### src/core/fsc_pkg.sv
// Purpose: shared constants and types for the flash status-2 / config-1 register bank
// Assumes: serial command link in clock mode 0, 24-bit register addresses
// Notes:   register addresses are local to this bank
package fsc_pkg;

  // command opcodes
  localparam logic [7:0] CMD_WRITE_REGISTERS = 8'h01;
  localparam logic [7:0] CMD_READ_STATUS_TWO = 8'h07;
  localparam logic [7:0] CMD_READ_ANY        = 8'h65;
  localparam logic [7:0] CMD_WRITE_ANY       = 8'h71;

  // register addresses for the any-register commands
  localparam logic [23:0] ADDR_NONVOLATILE_STATUS_ONE = 24'h000000;
  localparam logic [23:0] ADDR_NONVOLATILE_PROTECTION_CONFIG = 24'h000002;
  localparam logic [23:0] ADDR_VOLATILE_STATUS_ONE  = 24'h800000;
  localparam logic [23:0] ADDR_SUSPEND_AND_ERASE_OUTCOME_STATUS  = 24'h800001;
  localparam logic [23:0] ADDR_VOLATILE_PROTECTION_CONFIG  = 24'h800002;

  // field positions
  localparam int SR2_OUTCOME  = 2;
  localparam int SR2_ERS_SUSP = 1;
  localparam int SR2_PGM_SUSP = 0;
  localparam int CR1_ORIGIN   = 5;
  localparam int CR1_VOLSEL   = 3;
  localparam int CR1_PARAM    = 2;
  localparam int CR1_QUAD     = 1;
  localparam int CR1_FREEZE   = 0;
  localparam int SR1_BP_LO    = 2;
  localparam int SR1_BP_HI    = 4;

  // reset and shipped values
  localparam logic [7:0] BYTE_ZERO = 8'h00;
  localparam logic [2:0] BP_SHIP   = 3'h0;
  localparam logic [2:0] BP_ALL    = 3'h7;
  localparam logic [2:0] BP_TOP    = 3'h7;

  // framing
  localparam logic [2:0] LAST_BIT  = 3'h7;
  localparam logic [1:0] ADDR_LAST = 2'h2;
  localparam logic [1:0] WRR_FULL  = 2'h2;
  localparam logic [1:0] ONE_BYTE  = 2'h1;

  // timing
  localparam int CLK_MHZ = 10;

  typedef struct packed {
    logic cs_n;
    logic sck;
    logic si;
  } fsc_pins_t;

  typedef struct packed {
    logic erase_outcome;
    logic erase_outcome_load;
    logic erase_suspended;
    logic program_suspended;
  } fsc_core_status_t;

  typedef struct packed {
    logic [2:0] protect_range_bits;
    logic       protection_origin;
    logic       parameter_top;
    logic       quad_width;
    logic       freeze;
    logic       bulk_erase_ok;
  } fsc_prot_t;

  typedef enum logic [2:0] {
    ST_CMD  = 3'b000,
    ST_ADDR = 3'b001,
    ST_DIN  = 3'b010,
    ST_DOUT = 3'b011,
    ST_IGN  = 3'b100
  } fsc_state_t;

  typedef enum logic [2:0] {
    SEL_NONE  = 3'b000,
    SEL_NONVOLATILE_STATUS_ONE = 3'b001,
    SEL_NONVOLATILE_PROTECTION_CONFIG = 3'b010,
    SEL_VOLATILE_STATUS_ONE  = 3'b011,
    SEL_SUSPEND_AND_ERASE_OUTCOME_STATUS  = 3'b100,
    SEL_VOLATILE_PROTECTION_CONFIG  = 3'b101
  } fsc_sel_t;

endpackage

### src/core/fsc_sync.sv
// Purpose: two-flop synchroniser for asynchronous pins
// Assumes: each bit is an independent level
// Notes:   first stage feeds only the second stage
`timescale 1ns/100ps
module fsc_sync #(
  parameter int W = 1
) (
  input  wire logic         clk_sys,
  input  wire logic         rst,
  input  wire logic         ce,
  input  wire logic [W-1:0] din,
  output logic      [W-1:0] dout
);
  logic [W-1:0] meta;
  logic [W-1:0] next_meta;
  logic [W-1:0] next_dout;

  // hold both stages while the clock enable is low
  always_comb begin
    next_meta = ce ? din : meta;
    next_dout = ce ? meta : dout;
  end

  always_ff @(posedge clk_sys or posedge rst) begin
    if (rst) begin
      meta <= '0;
      dout <= '0;
    end else begin
      meta <= next_meta;
      dout <= next_dout;
    end
  end
endmodule // fsc_sync

### src/core/fsc_regs.sv
// Purpose: status register 2 and config register 1 bank behind the serial command link
// Assumes: link clock mode 0, sampled by clk_sys at well over twice its rate
// Notes:   nonvolatile cells are modelled as flops reset to shipped values
// Overview of operation
// - status 2 is read-only via 07h and 65h; bits set by hardware only.
// - bit 2 reports last erase outcome of sector from erase-status command; resets 0.
// - erase outcome only valid right after erase-status; not during suspend.
// - bit 1 shows erase suspend; user writes ignored.
// - bit 0 shows program suspend; user writes ignored.
// - config 1 written by 01h with sixteen data bits or by 71h.
// - config bit 5 picks protection origin; one-time programmable, ships 0.
// - programmed one-time bits stay 1 on a zero write, no program error.
// - bit 3 at 0 means nonvolatile protect bits govern, written slowly by 01h.
// - setting bit 3 programs nonvolatile protect bits to 111, reloaded on command reset.
// - volatile selection makes 01h write only volatile protect bits, quickly.
// - config bit 2 places parameter sectors top or bottom; one-time, ships 0.
// - with uniform sectors the placement bit has no effect.
// - origin and placement bits are set independently.
// - config bit 1 is reset default of quad bit; both writes change it.
// - programming nonvolatile QPI enable also programs quad default to 1.
// - while volatile QPI is on, clearing quad default is refused.
// - config bit 0 is read-only freeze default.
// - config bits 7, 6 and 4 are reserved and read 0.
// - nonzero protect bits guard a sector range; bulk erase only with all zero.
// - freeze set makes protect bit writes silently ignored.
`timescale 1ns/100ps
module fsc_regs
  import fsc_pkg::*;
#(
  parameter int         SECTOR_BITS  = 8,
  parameter int         NV_WRITE_US  = 500,
  parameter int         VOL_WRITE_NS = 100,
  parameter logic       FREEZE_D     = 1'b0,
  parameter logic [23:0] NV_CYCLES   = 24'(NV_WRITE_US * CLK_MHZ)
) (
  input  wire logic                   clk_sys,
  input  wire logic                   rst,
  input  wire logic                   ce,
  input  wire fsc_pins_t              pins,
  output logic                        so_out,
  output logic                        so_oe,
  input  wire logic                   soft_reset,
  input  wire fsc_core_status_t       core,
  input  wire logic                   qpi_volatile,
  input  wire logic                   qpi_nv_program,
  input  wire logic                   uniform_sectors,
  input  wire logic [SECTOR_BITS-1:0] sector,
  output logic                        sector_protected,
  output fsc_prot_t                   prot,
  output logic                        write_busy
);
  localparam int          VOL_RAW    = (VOL_WRITE_NS * CLK_MHZ + 999) / 1000;
  localparam logic [23:0] VOL_CYCLES = 24'((VOL_RAW < 1) ? 1 : VOL_RAW);

  // pin sampling; link clock is just another asynchronous level here
  fsc_pins_t pins_s;
  fsc_sync #(.W(3)) u_sync (
    .clk_sys (clk_sys),
    .rst     (rst),
    .ce      (ce),
    .din     (pins),
    .dout    (pins_s)
  );

  fsc_state_t  state, next_state;
  logic        sck_d, next_sck_d, cs_d, next_cs_d;
  logic [2:0]  bit_cnt, next_bit_cnt;
  logic [1:0]  byte_cnt, next_byte_cnt;
  logic [7:0]  shin, next_shin, shout, next_shout, cmd, next_cmd;
  logic [7:0]  wr0, next_wr0, wr1, next_wr1;
  logic [23:0] addr, next_addr;
  logic        next_so_out, next_so_oe;
  logic [7:0]  byte_in;
  logic        rise, fall, commit;

  logic [2:0]  nonvolatile_protect_bits, next_nonvolatile_protect_bits, bp_v, next_bp_v;
  logic        origin, next_origin, volsel, next_volsel, param, next_param;
  logic        quad_width_default, next_quad_width_default, quad_v, next_quad_v;
  logic        freeze, next_freeze, outcome, next_outcome;
  logic [23:0] busy_cnt, next_busy_cnt;
  fsc_prot_t   next_prot;
  logic        next_sector_protected;
  logic [7:0]  sr2_byte, nonvolatile_protection_config_byte, volatile_protection_config_byte, sr1_byte;
  logic        commit_wrr, commit_write_any_register_cmd, wr_sr1, wr_nonvolatile_protection_config, wr_volatile_protection_config;
  logic        busy, suspended;
  logic [7:0]  cr1_data;
  logic [2:0]  bp_act;
  fsc_sel_t    sel_cur;

  // address decode, used for both reads and writes
  function automatic fsc_sel_t sel_of(input logic [23:0] a);
    unique case (a)
      ADDR_NONVOLATILE_STATUS_ONE: sel_of = SEL_NONVOLATILE_STATUS_ONE;
      ADDR_NONVOLATILE_PROTECTION_CONFIG: sel_of = SEL_NONVOLATILE_PROTECTION_CONFIG;
      ADDR_VOLATILE_STATUS_ONE:  sel_of = SEL_VOLATILE_STATUS_ONE;
      ADDR_SUSPEND_AND_ERASE_OUTCOME_STATUS:  sel_of = SEL_SUSPEND_AND_ERASE_OUTCOME_STATUS;
      ADDR_VOLATILE_PROTECTION_CONFIG:  sel_of = SEL_VOLATILE_PROTECTION_CONFIG;
      default:    sel_of = SEL_NONE;
    endcase
  endfunction

  // sector guard: range doubles per protect code, grows from the chosen end
  function automatic logic in_range(input logic [SECTOR_BITS-1:0] s,
                                    input logic [2:0] bp, input logic from_bottom);
    logic [SECTOR_BITS:0] total;
    logic [SECTOR_BITS:0] cnt;
    total = {1'b1, {SECTOR_BITS{1'b0}}};
    cnt   = total >> (BP_TOP - bp);
    if (bp == BP_SHIP)
      in_range = 1'b0;
    else if (from_bottom)
      in_range = ({1'b0, s} < cnt);
    else
      in_range = ({1'b0, s} >= (total - cnt));
  endfunction

  // register images as read out; reserved bits read zero
  always_comb begin
    sr2_byte = BYTE_ZERO;
    sr2_byte[SR2_OUTCOME]  = outcome;
    sr2_byte[SR2_ERS_SUSP] = core.erase_suspended;
    sr2_byte[SR2_PGM_SUSP] = core.program_suspended;
    nonvolatile_protection_config_byte = BYTE_ZERO;
    nonvolatile_protection_config_byte[CR1_ORIGIN] = origin;
    nonvolatile_protection_config_byte[CR1_VOLSEL] = volsel;
    nonvolatile_protection_config_byte[CR1_PARAM]  = param;
    nonvolatile_protection_config_byte[CR1_QUAD]   = quad_width_default;
    nonvolatile_protection_config_byte[CR1_FREEZE] = FREEZE_D;
    volatile_protection_config_byte = nonvolatile_protection_config_byte;
    volatile_protection_config_byte[CR1_QUAD]   = quad_v;
    volatile_protection_config_byte[CR1_FREEZE] = freeze;
    sr1_byte = BYTE_ZERO;
    sr1_byte[SR1_BP_HI:SR1_BP_LO] = (sel_cur == SEL_NONVOLATILE_STATUS_ONE) ? nonvolatile_protect_bits : bp_v;
  end

  assign sel_cur = sel_of(addr);
  assign rise    = ce & ~pins_s.cs_n & pins_s.sck & ~sck_d;
  assign fall    = ce & ~pins_s.cs_n & ~pins_s.sck & sck_d;
  assign commit  = ce & pins_s.cs_n & ~cs_d & (state == ST_DIN) & (bit_cnt == '0)
                   & (byte_cnt != '0) & ~busy;
  assign byte_in = {shin[6:0], pins_s.si};

  // command framing: shift in on rising edge, drive out on falling edge
  always_comb begin
    next_state = state; next_bit_cnt = bit_cnt; next_byte_cnt = byte_cnt;
    next_shin = shin; next_shout = shout; next_cmd = cmd; next_addr = addr;
    next_wr0 = wr0; next_wr1 = wr1; next_so_out = so_out; next_so_oe = so_oe;
    next_sck_d = ce ? pins_s.sck : sck_d;
    next_cs_d  = ce ? pins_s.cs_n : cs_d;
    if (ce & pins_s.cs_n) begin
      next_state = ST_CMD; next_bit_cnt = '0; next_so_oe = 1'b0;
    end else if (rise) begin
      next_shin    = byte_in;
      next_bit_cnt = bit_cnt + 3'h1;
      if (bit_cnt == LAST_BIT) begin
        unique case (state)
          ST_CMD: begin
            next_cmd = byte_in; next_byte_cnt = '0;
            if (byte_in == CMD_READ_STATUS_TWO) begin
              next_state = ST_DOUT; next_shout = sr2_byte;
            end else if (byte_in == CMD_READ_ANY || byte_in == CMD_WRITE_ANY)
              next_state = ST_ADDR;
            else if (byte_in == CMD_WRITE_REGISTERS)
              next_state = ST_DIN;
            else
              next_state = ST_IGN;
          end
          ST_ADDR: begin
            next_addr = {addr[15:0], byte_in};
            next_byte_cnt = byte_cnt + 2'h1;
            if (byte_cnt == ADDR_LAST) begin
              next_byte_cnt = '0;
              next_state = (cmd == CMD_READ_ANY) ? ST_DOUT : ST_DIN;
            end
          end
          ST_DIN: begin
            if (byte_cnt == '0) next_wr0 = byte_in;
            else if (byte_cnt == ONE_BYTE) next_wr1 = byte_in;
            if (byte_cnt != WRR_FULL) next_byte_cnt = byte_cnt + 2'h1;
          end
          ST_DOUT: next_shout = (cmd == CMD_READ_STATUS_TWO) ? sr2_byte : shout;
          ST_IGN:  next_state = ST_IGN;
        endcase
      end
    end else if (fall && state == ST_DOUT) begin
      next_so_out = shout[7];
      next_shout  = {shout[6:0], 1'b0};
      next_so_oe  = 1'b1;
    end
    // any-register read loads its image once the address is complete
    if (ce && state == ST_DOUT && cmd == CMD_READ_ANY && bit_cnt == '0 && !fall
        && sck_d && pins_s.sck && byte_cnt == '0 && !so_oe) begin
      unique case (sel_cur)
        SEL_NONVOLATILE_STATUS_ONE, SEL_VOLATILE_STATUS_ONE: next_shout = sr1_byte;
        SEL_NONVOLATILE_PROTECTION_CONFIG:           next_shout = nonvolatile_protection_config_byte;
        SEL_VOLATILE_PROTECTION_CONFIG:            next_shout = volatile_protection_config_byte;
        SEL_SUSPEND_AND_ERASE_OUTCOME_STATUS:            next_shout = sr2_byte;
        SEL_NONE:            next_shout = BYTE_ZERO;
      endcase
    end
  end

  always_ff @(posedge clk_sys or posedge rst) begin
    if (rst) begin
      state <= ST_CMD; bit_cnt <= '0; byte_cnt <= '0; shin <= '0; shout <= '0;
      cmd <= '0; addr <= '0; wr0 <= '0; wr1 <= '0; so_out <= 1'b0; so_oe <= 1'b0;
      sck_d <= 1'b0; cs_d <= 1'b1;
    end else begin
      state <= next_state; bit_cnt <= next_bit_cnt; byte_cnt <= next_byte_cnt;
      shin <= next_shin; shout <= next_shout; cmd <= next_cmd; addr <= next_addr;
      wr0 <= next_wr0; wr1 <= next_wr1; so_out <= next_so_out; so_oe <= next_so_oe;
      sck_d <= next_sck_d; cs_d <= next_cs_d;
    end
  end

  // write decode; a status-2 address matches nothing and is dropped
  assign busy        = (busy_cnt != '0);
  assign suspended   = core.erase_suspended | core.program_suspended;
  assign commit_wrr  = commit & (cmd == CMD_WRITE_REGISTERS);
  assign commit_write_any_register_cmd = commit & (cmd == CMD_WRITE_ANY);
  assign wr_sr1      = commit_wrr | (commit_write_any_register_cmd & (sel_cur == SEL_NONVOLATILE_STATUS_ONE | sel_cur == SEL_VOLATILE_STATUS_ONE));
  assign wr_nonvolatile_protection_config    = (commit_wrr & (byte_cnt == WRR_FULL)) |
                       (commit_write_any_register_cmd & (sel_cur == SEL_NONVOLATILE_PROTECTION_CONFIG));
  assign wr_volatile_protection_config     = commit_write_any_register_cmd & (sel_cur == SEL_VOLATILE_PROTECTION_CONFIG);
  assign cr1_data    = commit_wrr ? wr1 : wr0;
  assign bp_act      = volsel ? bp_v : nonvolatile_protect_bits;
  assign write_busy  = busy;

  // register contents: next values
  always_comb begin
    next_nonvolatile_protect_bits = nonvolatile_protect_bits; next_bp_v = bp_v; next_origin = origin; next_volsel = volsel;
    next_param = param; next_quad_width_default = quad_width_default; next_quad_v = quad_v;
    next_freeze = freeze; next_outcome = outcome;
    next_busy_cnt = busy ? busy_cnt - 24'h1 : busy_cnt;
    if (ce && core.erase_outcome_load && !suspended)
      next_outcome = core.erase_outcome;
    if (ce && soft_reset) begin
      next_bp_v = nonvolatile_protect_bits;
      next_quad_v = quad_width_default;
      next_outcome = 1'b0;
    end
    if (wr_sr1 && !freeze) begin
      next_bp_v = wr0[SR1_BP_HI:SR1_BP_LO];
      if (volsel)
        next_busy_cnt = VOL_CYCLES;
      else begin
        next_nonvolatile_protect_bits = wr0[SR1_BP_HI:SR1_BP_LO];
        next_busy_cnt = NV_CYCLES;
      end
    end
    if (wr_nonvolatile_protection_config) begin
      if (!freeze) begin
        // one-time bits only ever go to 1; zeros are silently kept
        next_origin = origin | cr1_data[CR1_ORIGIN];
        next_param  = param | cr1_data[CR1_PARAM];
        next_volsel = volsel | cr1_data[CR1_VOLSEL];
        if (!volsel && cr1_data[CR1_VOLSEL])
          next_nonvolatile_protect_bits = BP_ALL;
      end
      next_quad_width_default  = cr1_data[CR1_QUAD] | (qpi_volatile & quad_width_default);
      next_quad_v   = next_quad_width_default;
      next_busy_cnt = NV_CYCLES;
    end
    if (wr_volatile_protection_config) begin
      next_quad_v = cr1_data[CR1_QUAD] | (qpi_volatile & quad_v);
      next_freeze = freeze | cr1_data[CR1_FREEZE];
      next_busy_cnt = VOL_CYCLES;
    end
    if (ce && qpi_nv_program)
      next_quad_width_default = 1'b1;
    next_prot.protect_range_bits = bp_act;
    next_prot.protection_origin  = origin;
    next_prot.parameter_top      = param & ~uniform_sectors;
    next_prot.quad_width         = quad_v;
    next_prot.freeze             = freeze;
    next_prot.bulk_erase_ok      = (bp_act == BP_SHIP);
    next_sector_protected        = in_range(sector, bp_act, origin);
    if (!ce) begin
      next_busy_cnt = busy_cnt; next_prot = prot;
      next_sector_protected = sector_protected;
    end
  end

  // power-on and hardware reset load shipped values; freeze from its default
  always_ff @(posedge clk_sys or posedge rst) begin
    if (rst) begin
      nonvolatile_protect_bits <= BP_SHIP; bp_v <= BP_SHIP; origin <= 1'b0; volsel <= 1'b0;
      param <= 1'b0; quad_width_default <= 1'b0; quad_v <= 1'b0; freeze <= FREEZE_D;
      outcome <= 1'b0; busy_cnt <= '0; prot <= '0; sector_protected <= 1'b0;
    end else begin
      nonvolatile_protect_bits <= next_nonvolatile_protect_bits; bp_v <= next_bp_v; origin <= next_origin;
      volsel <= next_volsel; param <= next_param; quad_width_default <= next_quad_width_default;
      quad_v <= next_quad_v; freeze <= next_freeze; outcome <= next_outcome;
      busy_cnt <= next_busy_cnt; prot <= next_prot;
      sector_protected <= next_sector_protected;
    end
  end
endmodule // fsc_regs

### config.mk
export PLATFORM = sky130hd
export DESIGN_NAME = fsc_regs
export DESIGN_NICKNAME = d
export VERILOG_FILES = /design/src/core/fsc_pkg.sv /design/src/core/fsc_sync.sv /design/src/core/fsc_regs.sv
export SDC_FILE = /design/constraint.sdc
export NUM_CORES = 1
export LEC_CHECK = 0
export ABC_CLOCK_PERIOD_IN_PS = 4900
export BUFFER_PORTS_ARGS = -buffer_cell sky130_fd_sc_hd__buf_2
export CORE_UTILIZATION = 24
export DETAILED_ROUTE_END_ITERATION = 16
export GPL_ROUTABILITY_DRIVEN = 1
export SLEW_MARGIN = 20
export SYNTH_ARGS = -nofsm -noshare
export SYNTH_HDL_FRONTEND = slang
export SYNTH_SLANG_ARGS = --single-unit
### constraint.sdc
create_clock -name clk_sys -period 4.9 [get_ports clk_sys]
set_input_delay 0.735 -clock clk_sys [delete_from_list [all_inputs] [get_ports clk_sys]]
set_output_delay 0.735 -clock clk_sys [all_outputs]
set_load 0.1 [all_outputs]
**Word level (Yosys, flattened, before mapping)**

Cells that the tools add are included.

- Word-level logic and storage cells: 217
- Input bits: 22
- Output and inout port bits: 12
- Register bits after elaboration: 123

- Reduce and logical (&&, ||, !) cells: 53
- Shift operators: 1
- $add $sub $neg: 5
- Order comparisons: 2
- Bitwise operators: 40
- Equality and inequality tests: 33
- Muxes and demuxes: 51

Operators with widths:

| cell | number |
|---|---|
| 2-to-1 mux 24 bit | 4 |
| equality test 24 bit, second input constant | 3 |
| 2-to-1 mux 8 bit | 7 |
| 2-to-1 mux 3 bit | 18 |
| case mux 8 bit (5 select lines) | 1 |
| equality test 8 x 7 -> 1 bit, second input constant | 4 |
| equality test 24 x 2 -> 1 bit, second input constant | 1 |
| zero test 24 bit | 1 |
| nonzero test 24 bit | 1 |
| subtractor 24 x 1 -> 24 bit, second input constant | 1 |
| AND 1 bit | 20 |
| equality test 8 x 1 -> 1 bit, second input constant | 2 |
| equality test 8 x 3 -> 1 bit, second input constant | 2 |
| case mux 8 bit (2 select lines) | 1 |
| logical AND 1 bit | 15 |
| case mux 3 bit (5 select lines) | 1 |
| nonzero test 2 bit | 7 |
| 2-to-1 mux 1 bit | 13 |
| 2-to-1 mux 13 bit | 1 |
| equality test 3 x 2 -> 1 bit, second input constant | 4 |
| equality test 3 bit, second input constant | 4 |
| zero test 3 bit | 4 |
| AND reduction 4 bit | 3 |
| AND reduction 6 bit | 2 |
| 32 further kinds | 65 |

**Depth between registers and ports, before layout**

Gate-level depths: netlist of the first run.

- Word-level depth: 14
- Mapped depth: 13
- Gate-level depth less buffers: 12

**Cells and area by module**

From an unflattened synthesis of the first run, not the netlist that was laid out.

- Cells, all modules: 625
- Area total of the unflattened synthesis: 6,600.1 µm²

By module, submodules not included:

| module | cells an instance | sequential area each (µm²) | area an instance (µm²) | instances |
|---|---|---|---|---|
| fsc_regs | 611 | 2,904.0 | 6,344.8 | 1 |
| fsc_sync | 14 | 150.1 | 255.2 | 1 |

**Worst setup path before layout of the first run**

Ideal clock, no wire load.

- Path kind: reg2out
- From: reg busy_cnt[0]
- To: out write_busy
- Stages on the path, launching flop included: 8
- Path buffers: 1
- Data required time: 4.165 ns
- Path slack: 1.679 ns
- Arrival time: 2.486 ns
- Cell sequence: dfrtp_1 > inv_1 > ha_1 > or3b_4 > or2_1 > buf_6 > nor3_1 > inv_1

- Cells in the longest elaborated chain, start to end: 1

RTL lines:

| what | RTL line | source |
|---|---|---|
| from (decl) | fsc_regs.sv:80 | `logic [23:0] busy_cnt, next_busy_cnt;` |
| from (signal assigned) | fsc_regs.sv:294 | `busy_cnt <= next_busy_cnt; prot <= next_prot;` |
| nonzero test 24 bit | fsc_regs.sv:217 | `assign busy = (busy_cnt != '0);` |
| to (decl) | fsc_regs.sv:50 | `output logic write_busy` |

No other way between the ends.

**Worst setup path after layout of the first run**

- From: reg busy_cnt[0]
- To: reg busy_cnt[20]

- Cells in the longest elaborated chain, start to end: 10
- Elaborated cells between the ends (all ways): 19
- Classes of those cells: 1 x add/sub; 4 x mux; 10 x bitwise; 4 x reduce/logical

RTL lines:

| what |
|---|
| branches (longest 10 deep; another with subtractor 24 x 1 -> 24 bit) |

Several ways; the timed one is not identified. The select of a mux whose other input is x is not followed.
A chain may end at the register's enable or synchronous reset.

==> results of run 1 <==
-- sequential cells by signal (all words and copies together) (netlist names), 2 cells and up --
register                  cells
u_sync.dout                   3
cmd                           8
addr                         24
prot                          8
wr1                           4
shin                          7
state                         3
bit_cnt                       3
wr0                           6
u_sync.meta                   3
bp_v                          3
byte_cnt                      2
nonvolatile_protect_bits      3
busy_cnt                     24
shout                         8
-- per-layer routing --
metal  share of wire  up-vias  GRT usage
met4           0.011        0    0.03336
li1                -     2326          -
met3           0.045       10    0.03943
met2            0.47       76     0.1864
met1            0.48     2310     0.1531
met5               0        -          0
-- placed cells by master, fill, tap and decap left out, types with 4 or more instances in the layout --
master	n
or4_1	9
o21ai_0	50
nand2b_1	14
mux2_2	64
bufinv_16	4
nor2b_1	10
nor3_1	20
nand3_1	8
buf_4	6
inv_1	20
dfrtp_1	120
buf_2	32
and3_1	4
a21oi_1	28
o31ai_1	6
a32o_1	4
ha_1	22
or2_2	4
nand2_1	50
clkinvlp_4	4
nor4_1	16
o22ai_1	5
mux2i_1	24
nand4_1	5
nor2_1	40
or3_1	12
clkbuf_16	17
and2_1	4
a21o_1	5
a31oi_1	6
-- stage by stage --
step	setup slack, ns	util	instances	total power [mW]
final	1.573	0.2889	999	2.913
after global routing	1.330	0.2889	999	3.055
after CTS	1.556	0.2888	999	2.939
after detailed placement	1.397	0.2649	967	1.617
after global placement	1.426	0.2649	967	1.605
after floorplan	0.9525	-	616	1.502
-- cells by family after synthesis --
logic type | synth area share
muxes | 0.1509
DFF | 0.4755
and+or+nand+nor | 0.1835
buffers and inverters | 0.02789
xor gates and xnor gates | 0.006876
AOI/OAI and AO/OA | 0.1106
adders and majority gates | 0.04478
-- power groups by stage --
stage               Combinational, mW  Sequential, mW  Clock (mW)
finish                          0.352            1.25        1.31
global route                    0.402            1.27        1.38
CTS                             0.356            1.25        1.34
detailed placement              0.353            1.26           0
global placement                0.347            1.26           0
floorplan                       0.262            1.24           0
-- cell type report --
cell class              instances  area, sq um  share of cell area
inverters                      21        83.83             0.01114
well taps                     335        419.2             0.05568
multi-input cells             452         3169              0.4210
repair buffers                 38        205.2             0.02726
flip-flops and latches        121         3029              0.4024
clock buffers                  20        446.7             0.05934
clock inverters                12        173.9             0.02311
-- worst min-delay path by stage --
stage | to | slack, ns
global placement | prot[3]$_DFFE_PP0P_ | 0.47
CTS | prot[3]$_DFFE_PP0P_ | 0.49
global route | prot[3]$_DFFE_PP0P_ | 0.50
floorplan | param$_DFFE_PP0P_ | 0.46
finish | addr[22]$_DFFE_PP0P_ | 0.46
detailed placement | prot[0]$_DFFE_PP0P_ | 0.48
-- critical path: stages (launching register included) --
cell and delay (ns):
dfrtp_1 0.43, inv_1 0.08, ha_1 0.15, or3b_4 0.41, or4_1 0.56, or4_1 0.49
o22ai_1 0.33, buf_4 0.24, or2_2 0.18, nor3_1 0.09, a32o_1 0.26
==> run summary, run 1 <==
Part of the power in combinational logic: 0.121. The routed via count divided by cell count was 4.727; the count of unique library cells instantiated by Yosys was 57. CTS saw 121 sinks. Subtracting the final worst setup slack from the clock period gives 3.327 ns. The clock transition time at the flip-flop clock pins of the worst setup and hold paths came out at 0.05 ns.

The switching power share of the total was 0.2735. The headroom to the max-slew limit was 0.3293; the number of fill cells was 2695. Post-synthesis instance area: 6370 sq um. The detailed router finished its first iteration with 370 violations. The die covers 27200 sq um.

The tools report the switching power total as 0.7968 mW. The top cell type's share of synthesized area is 0.4714. The total power density per cell area is 387.0 nW/um^2, and the latest clock arrival within the worst-skew pair is 0.43 ns. The number of diodes is 0. For the final setup violation count, the log shows 0. The flow ran to the end, and the final reports show no timing, DRC or antenna violations.

The worst register-to-register path begins at busy_cnt[0]$_DFFE_PP0P_. The largest net degree at the start of global routing is 86. Aggregate global-route resource usage: 0.1182. Relative to the synthesized area, the layout overhead comes to 18.17%. Setup repair after global routing left no endpoint under its margin. The number of antenna violations at the first check in global routing is 0, and the area inside the core boundary is 26060 sq um. In the routed design, unresolved DRC markers number 0. The number of iterations in the first detailed-routing pass was 5; the reg-to-reg setup timing slack was 1.57 ns. In this run the clock root is driven by a clkbuf_16. Hold repair after CTS inserted 0 buffers. When the netlist entered floorplanning its net count stood at 660. The proportion of synthesized flip-flops having asynchronous set or reset is 1.000. End of the worst register-to-register path: busy_cnt[20]$_DFFE_PP0P_. The die is 164.9 microns tall. In the synthesized netlist, the number of instances is 616. The worst setup path is launched from a register. At the pin with the least slew margin, the transition time is 0.9993 ns. Via count of the first global-routing pass: 4719. In the final routed layout, each cell accounts on average for 14.76 microns. The placed instances occupy a cell area of 6904 sq um.

The tools report the worst-case vdd ir drop as 453.1 uV. The first global-routing pass estimated 24.77 mm of wire. The logs give 2 for the worst-case clock buffer depth and 0 ns for the accumulated negative setup slack. Summed over all cells, the static leakage comes to 3.386 nW. After global routing the overflow that remains totals 0. Sorting the synthesized cells by how often they occur yields 120 x dfrtp_1, 64 x mux2_2, 50 x nand2_1, 50 x o21ai_0, 40 x nor2_1. The predominant post-synthesis flop cell was dfrtp_1. dfrtp_1 takes more of the synthesized area than any other cell.

The global placement routability congestion is 0.8205. In this run the number of H-tree levels came out at 4. Final hold analysis gives a worst-case slack of 0.4594 ns.

The proportion of synthesized chip area in sequential cells came out at 0.4755. The fraction of layout cells with a size suffix above 1 was 0.2199; the HPWL reported at the end of detailed placement was 10.32 mm. The kind of path behind the tightest hold check was input port to async pin. Data on the critical path is required at its endpoint by 5.21 ns. STA puts the critical path data arrival time at 3.64 ns.

Ratio of final minimum period to clock period: 0.6790. Critical path start-end classification: register to register. After synthesis the netlist holds a flip-flop and latch count of 121. The run gives 0 as the number of hold-slack violations in the final timing report.

Post-layout instance area: 7527 sq um. The average instance area after synthesis is 10.34 sq um. For the internal cell power, the log shows 2.116 mW. The tools report the number of warning messages in the yosys log as 0.

Yosys mapped a number of flops with a built-in enable equal to 0. The number of rows created at floorplan is 59, and the clock skew is 0.009427 ns. The number of top-level design ports was 34.

The run gives 0.451 as the clock network fraction of design power. Count of max-cap constraint violations: 0. The worst setup path is captured at a register. The tools report the initial core utilization as 0.2444. The logs give 695 for the final net count and 0 for the antenna violation net count after detailed routing. The logs give 17 for the number of clock buffers inserted by TritonCTS and 4722 for the via total after detailed routing. The most frequent cell after synthesis was dfrtp_1.

In this run the worst path has a maximum fanout of 10. The tools report the maximum clock rate as 0.3006 GHz. Following the worst setup path forward leads to its endpoint at busy_cnt[20]$_DFFE_PP0P_. The source of the critical timing path was busy_cnt[0]$_DFFE_PP0P_.

TritonCTS built the clock tree. The die boundary width came out at 164.9 microns. Summed over all layers, the routed wires come to 14.75 mm. The count of pins over their slew limit is 0, and the count of cells along the worst register-to-register path is 10.

By area the synthesized netlist is led by dfrtp_1 47%, mux2_2 11%, ha_1 4.3%, o21ai_0 3.9%, mux2i_1 3.8%. The tools report the post-cts gate resize count as 0. In this run the tool buffered the top-level ports with 32 buffer cells.

The number of setup buffers added after CTS is 0. The portion of total power attributed to sequential cells is 0.428.
No activity file was read; power rests on OpenSTA's default activity.
==> inputs of run 2 (changes only) <==
ABC_AREA = 1   (was default)
ABC_CLOCK_PERIOD_IN_PS = 3300   (was 4900)
clock period = 3.3 ns   (was 4.9 ns; I/O delays follow)
==> run 2 against run 1 <==
  * Cell area is 7.4% higher
  * Largest cell class unchanged
  * Largest power group unchanged
  * Hold slack worse by 0.21 ns
  * Sequential cell count is the same
  * Non-clock buffer count is 4 higher
  * Highest routed layer is now met5
  * Combinational power is 3% higher
  * First-iteration DRC count is 34% higher
  * Die area up 8.6%
==> run summary, run 2 <==
Setup repair after global routing left no endpoint under its margin. The stage delay of the slowest cell on the critical path is 0.46 ns. The clock period minus final worst setup slack was 2.985 ns; the post-synth net total was 934. Setup violations remaining at the end of the flow were counted as 0. The detailed router finished its first iteration with 497 violations.

The run gives 0.43 ns as the latest clock arrival within the worst-skew pair. The setup slack at placement is 0.2470 ns, and the clock skew is 0.01592 ns. Walking the worst path, the cells encountered are inv_1, or2_0, o21ai_0, inv_1, nor2_1, nand2_1, ha_1, o21ai_0, xor2_1, ha_1, and3_1, nand4_1, nand3_1, o21ai_1, o21bai_1, nand2_1. Entering global routing, the biggest net connects 122 pins. The number of clock buffers added by TritonCTS is 17. The number of warning messages in the yosys log was 0. The average instance area after synthesis is 7.781 sq um.

The number of antenna diodes in the final layout is 0. Summing over every cut layer, the via total after detailed routing is 5905. The flip-flop and latch count after synthesis is 121. For this design, the slowest cell found on the critical path is dfrtp_2. The proportion of synthesized flip-flops having asynchronous set or reset is 1.000. The count of H-tree levels built during CTS came out at 4. The commonest cells after synthesis are 206 x nand2_1, 120 x dfrtp_1, 106 x nor2_1. The buffer and inverter count on the worst path was 2. The clock net in this run drives a total of 121 sinks.

The arrival time of data at the critical path endpoint was 3.29 ns. The first detailed-routing pass took 5 iterations. The flow ran to the end, and the final reports show no timing, DRC or antenna violations. The final cell count without fillers is 1315. IR analysis of the VDD net gives a maximum drop of 327.5 uV. The height of the chip came out at 171.9 microns. The top cell types in the final layout, fill and taps aside, are 206 x nand2_1, 119 x dfrtp_1, 106 x nor2_1, 97 x inv_1, 78 x o21ai_0.

The top cell type's share of synthesized area works out to 0.4336. The area inside the core boundary was 28090 sq um; the via count of the first global-routing pass was 5598. The routed via count divided by cell count was 4.490.

The setup check on the worst reg-to-reg path leaves a slack of 0.31 ns. For the count of mapped cells out of synthesis, the log shows 890. The cell family contributing the most delay on the critical path is simple AND/OR/NAND/NOR gates. In this run the worst setup path begins at volsel$_DFFE_PP0P_.

Routability-driven placement finished with a final weighted congestion of 0.8555. Once placement completed, the tool counted placed cells totaling 1285. Initial core utilization: 0.2466. The final net count is 970. The die boundary width is 171.9 microns. The tree is rooted in a clkbuf_16.

Summed over all cells, the static leakage comes to 4.155 nW. The launch point of the worst reg-to-reg path was volsel$_DFFE_PP0P_. For this design the ratio of total power to cell area is 464.1 nW/um^2. The sum of overflow across all layers after global routing was 0; the synthesis-to-finish area growth was 16.75%. Predominant post-synthesis flop cell: dfrtp_1.

The port buffer count was 32. The kind of start point of the critical path is a register. At the pin with the least slew margin, the transition time is 0.6447 ns. In this run the remaining antenna-violating nets after routing total 0. TritonCTS built the clock tree. Count of pins over their slew limit: 0. The total detailed-routing wirelength was 17.33 mm; the count of unique library cells instantiated by Yosys was 44. The number of antenna violations at the first check in global routing is 1.

By area the synthesized netlist is led by dfrtp_1 43%, nand2_1 11%, nor2_1 5.7%, o21ai_0 5.7%, inv_1 5.3%. STA classifies the critical path endpoint as a register. The tools report the count of buffers added by post-CTS timing repair for setup as 0.

The tools report the proportion of synthesized chip area in sequential cells as 0.4374. The worst hold path belongs to the class input port to async pin. The data required time of the critical path is 3.61 ns, and the post-layout instance area is 8085 sq um.

In this run the count of I/O pins placed on the die edge is 34. Derived from the worst setup path, the maximum achievable clock frequency is 0.3350 GHz. Counting buffers and inverters, the worst setup path is 16 cells deep. After routing, the total negative slack on setup checks comes to 0 ns. The run gives 28.73 mm as the global-route wire length before repair. In this run the critical register-to-register path is captured at sector_protected$_DFFE_PP0P_. dfrtp_1 takes more of the synthesized area than any other cell. After detailed routing, the number of remaining DRC violations is 0. The synthesized design contains 0 enable-type register cells. The number of rows created at floorplan came out at 61.

The count of max-cap constraint violations was 0. After synthesis the cells add up to 6925 sq um. After legalization and detailed placement, the total HPWL measured 12.52 mm.

In the final routed layout, each cell accounts on average for 13.18 microns. The fraction of layout cells with a size suffix above 1 works out to 0.1345. The most frequent cell after synthesis was nand2_1. Across all setup checks in the final design, the least slack found is 0.3148 ns. The cell area after placement was 7518 sq um. The hold slack was 0.2523 ns.

The floorplan step defined a die boundary enclosing 29540 sq um. The largest fanout on the critical path came out at 9. The critical path is of the register to register type. The most critical setup path has its endpoint at sector_protected$_DFFE_PP0P_. Leaving out fill and tap cells, the most frequent cell in the layout is nand2_1. The tools report the headroom to the max-slew limit as 0.5702. The clock transition time at the flip-flop clock pins of the worst setup and hold paths is 0.06 ns. In the final layout, the registers with the most flip-flops are addr: 24 flops, busy_cnt: 24 flops. The number of hold-slack violations in the final timing report is 0. The aggregate global-route resource usage is 0.1235, and the ratio of final minimum period to clock period is 0.9046.

The count of cells along the worst register-to-register path is 16. In this run the deepest clock path goes through 2 buffers.
[run 2: cell count changes after synthesis, sizes merged, moves of 14 or more]
cell	delta
nand2	+163
nor4	-16
nand4	+24
nand2b	-14
mux2	-58
nand3	+51
mux2i	-23
o21ai	+53
inv	+81
nor2	+72
[run 2: where the power goes]
group	switching (mW)	leakage [nW]	total, mW	internal (mW)
logic	0.258	2.32	0.361	0.103
clock network	0.707	0.262	1.79	1.08
registers	0.0483	1.57	1.60	1.55
[run 2: cells by family after synthesis]
family / synth area share
buffers and inverters: 0.07479
XOR/XNOR: 0.03035
AO/OA/AOI/OAI: 0.1239
multiplexers: 0.01120
flip-flops: 0.4374
adder cells (fa/ha/maj): 0.03975
AND/OR/NAND/NOR: 0.2826
[run 2: area by class of cell]
cell class / instances / area [sq um]
clock buffer: 20 / 466.7
clock inverter: 10 / 95.09
fill: 3085 / 20000
inverter: 103 / 390.4
multi-input combinational: 641 / 3382
sequential: 121 / 3030
tap: 378 / 473.0
timing repair buffer: 42 / 247.7
[run 2: worst min-delay path by stage]
stage / to / depth (start not counted) / start
floorplan: u_sync.meta[0]$_DFFE_PP0P_ / 2 / u_sync.meta[0]$_DFFE_PP0P_
finish: prot[1]$_DFFE_PP0P_ / 3 / rst
CTS: u_sync.meta[0]$_DFFE_PP0P_ / 3 / pins[0]
global route: quad_width_default$_DFFE_PP0P_ / 3 / qpi_nv_program
detailed placement: u_sync.meta[0]$_DFFE_PP0P_ / 2 / u_sync.meta[0]$_DFFE_PP0P_
global placement: u_sync.meta[0]$_DFFE_PP0P_ / 2 / u_sync.meta[0]$_DFFE_PP0P_
[run 2: layer usage]
| metal | global-route usage | vias to the layer above | routed length, microns |
|---|---|---|---|
| met5 | 0 | - | 13 |
| met2 | 0.2026 | 112 | 8204 |
| met4 | 0.03886 | 2 | 250 |
| met3 | 0.02609 | 19 | 644 |
| met1 | 0.1615 | 2778 | 8217 |
| li1 | - | 2994 | - |
[run 2: worst min-delay path: stages]
cell and delay, ns:
buf_2 0.11, clkinvlp_4 0.07, buf_12 0.46
[run 2: timing repair]
| action | in CTS | in global routing |
|---|---|---|
| hold buffers | 0 | 0 |
| resized for setup | 0 | 3 |
| setup endpoints to repair | 0 | 1 |
[run 2: stage by stage]
step	power (mW)	utilization
3_3_place_gp	1.982	0.2677
6_report	3.752	0.2879
2_1_floorplan	1.876	-
4_1_cts	3.784	0.2877
5_1_grt	3.911	0.2879
3_5_place_dp	1.991	0.2677
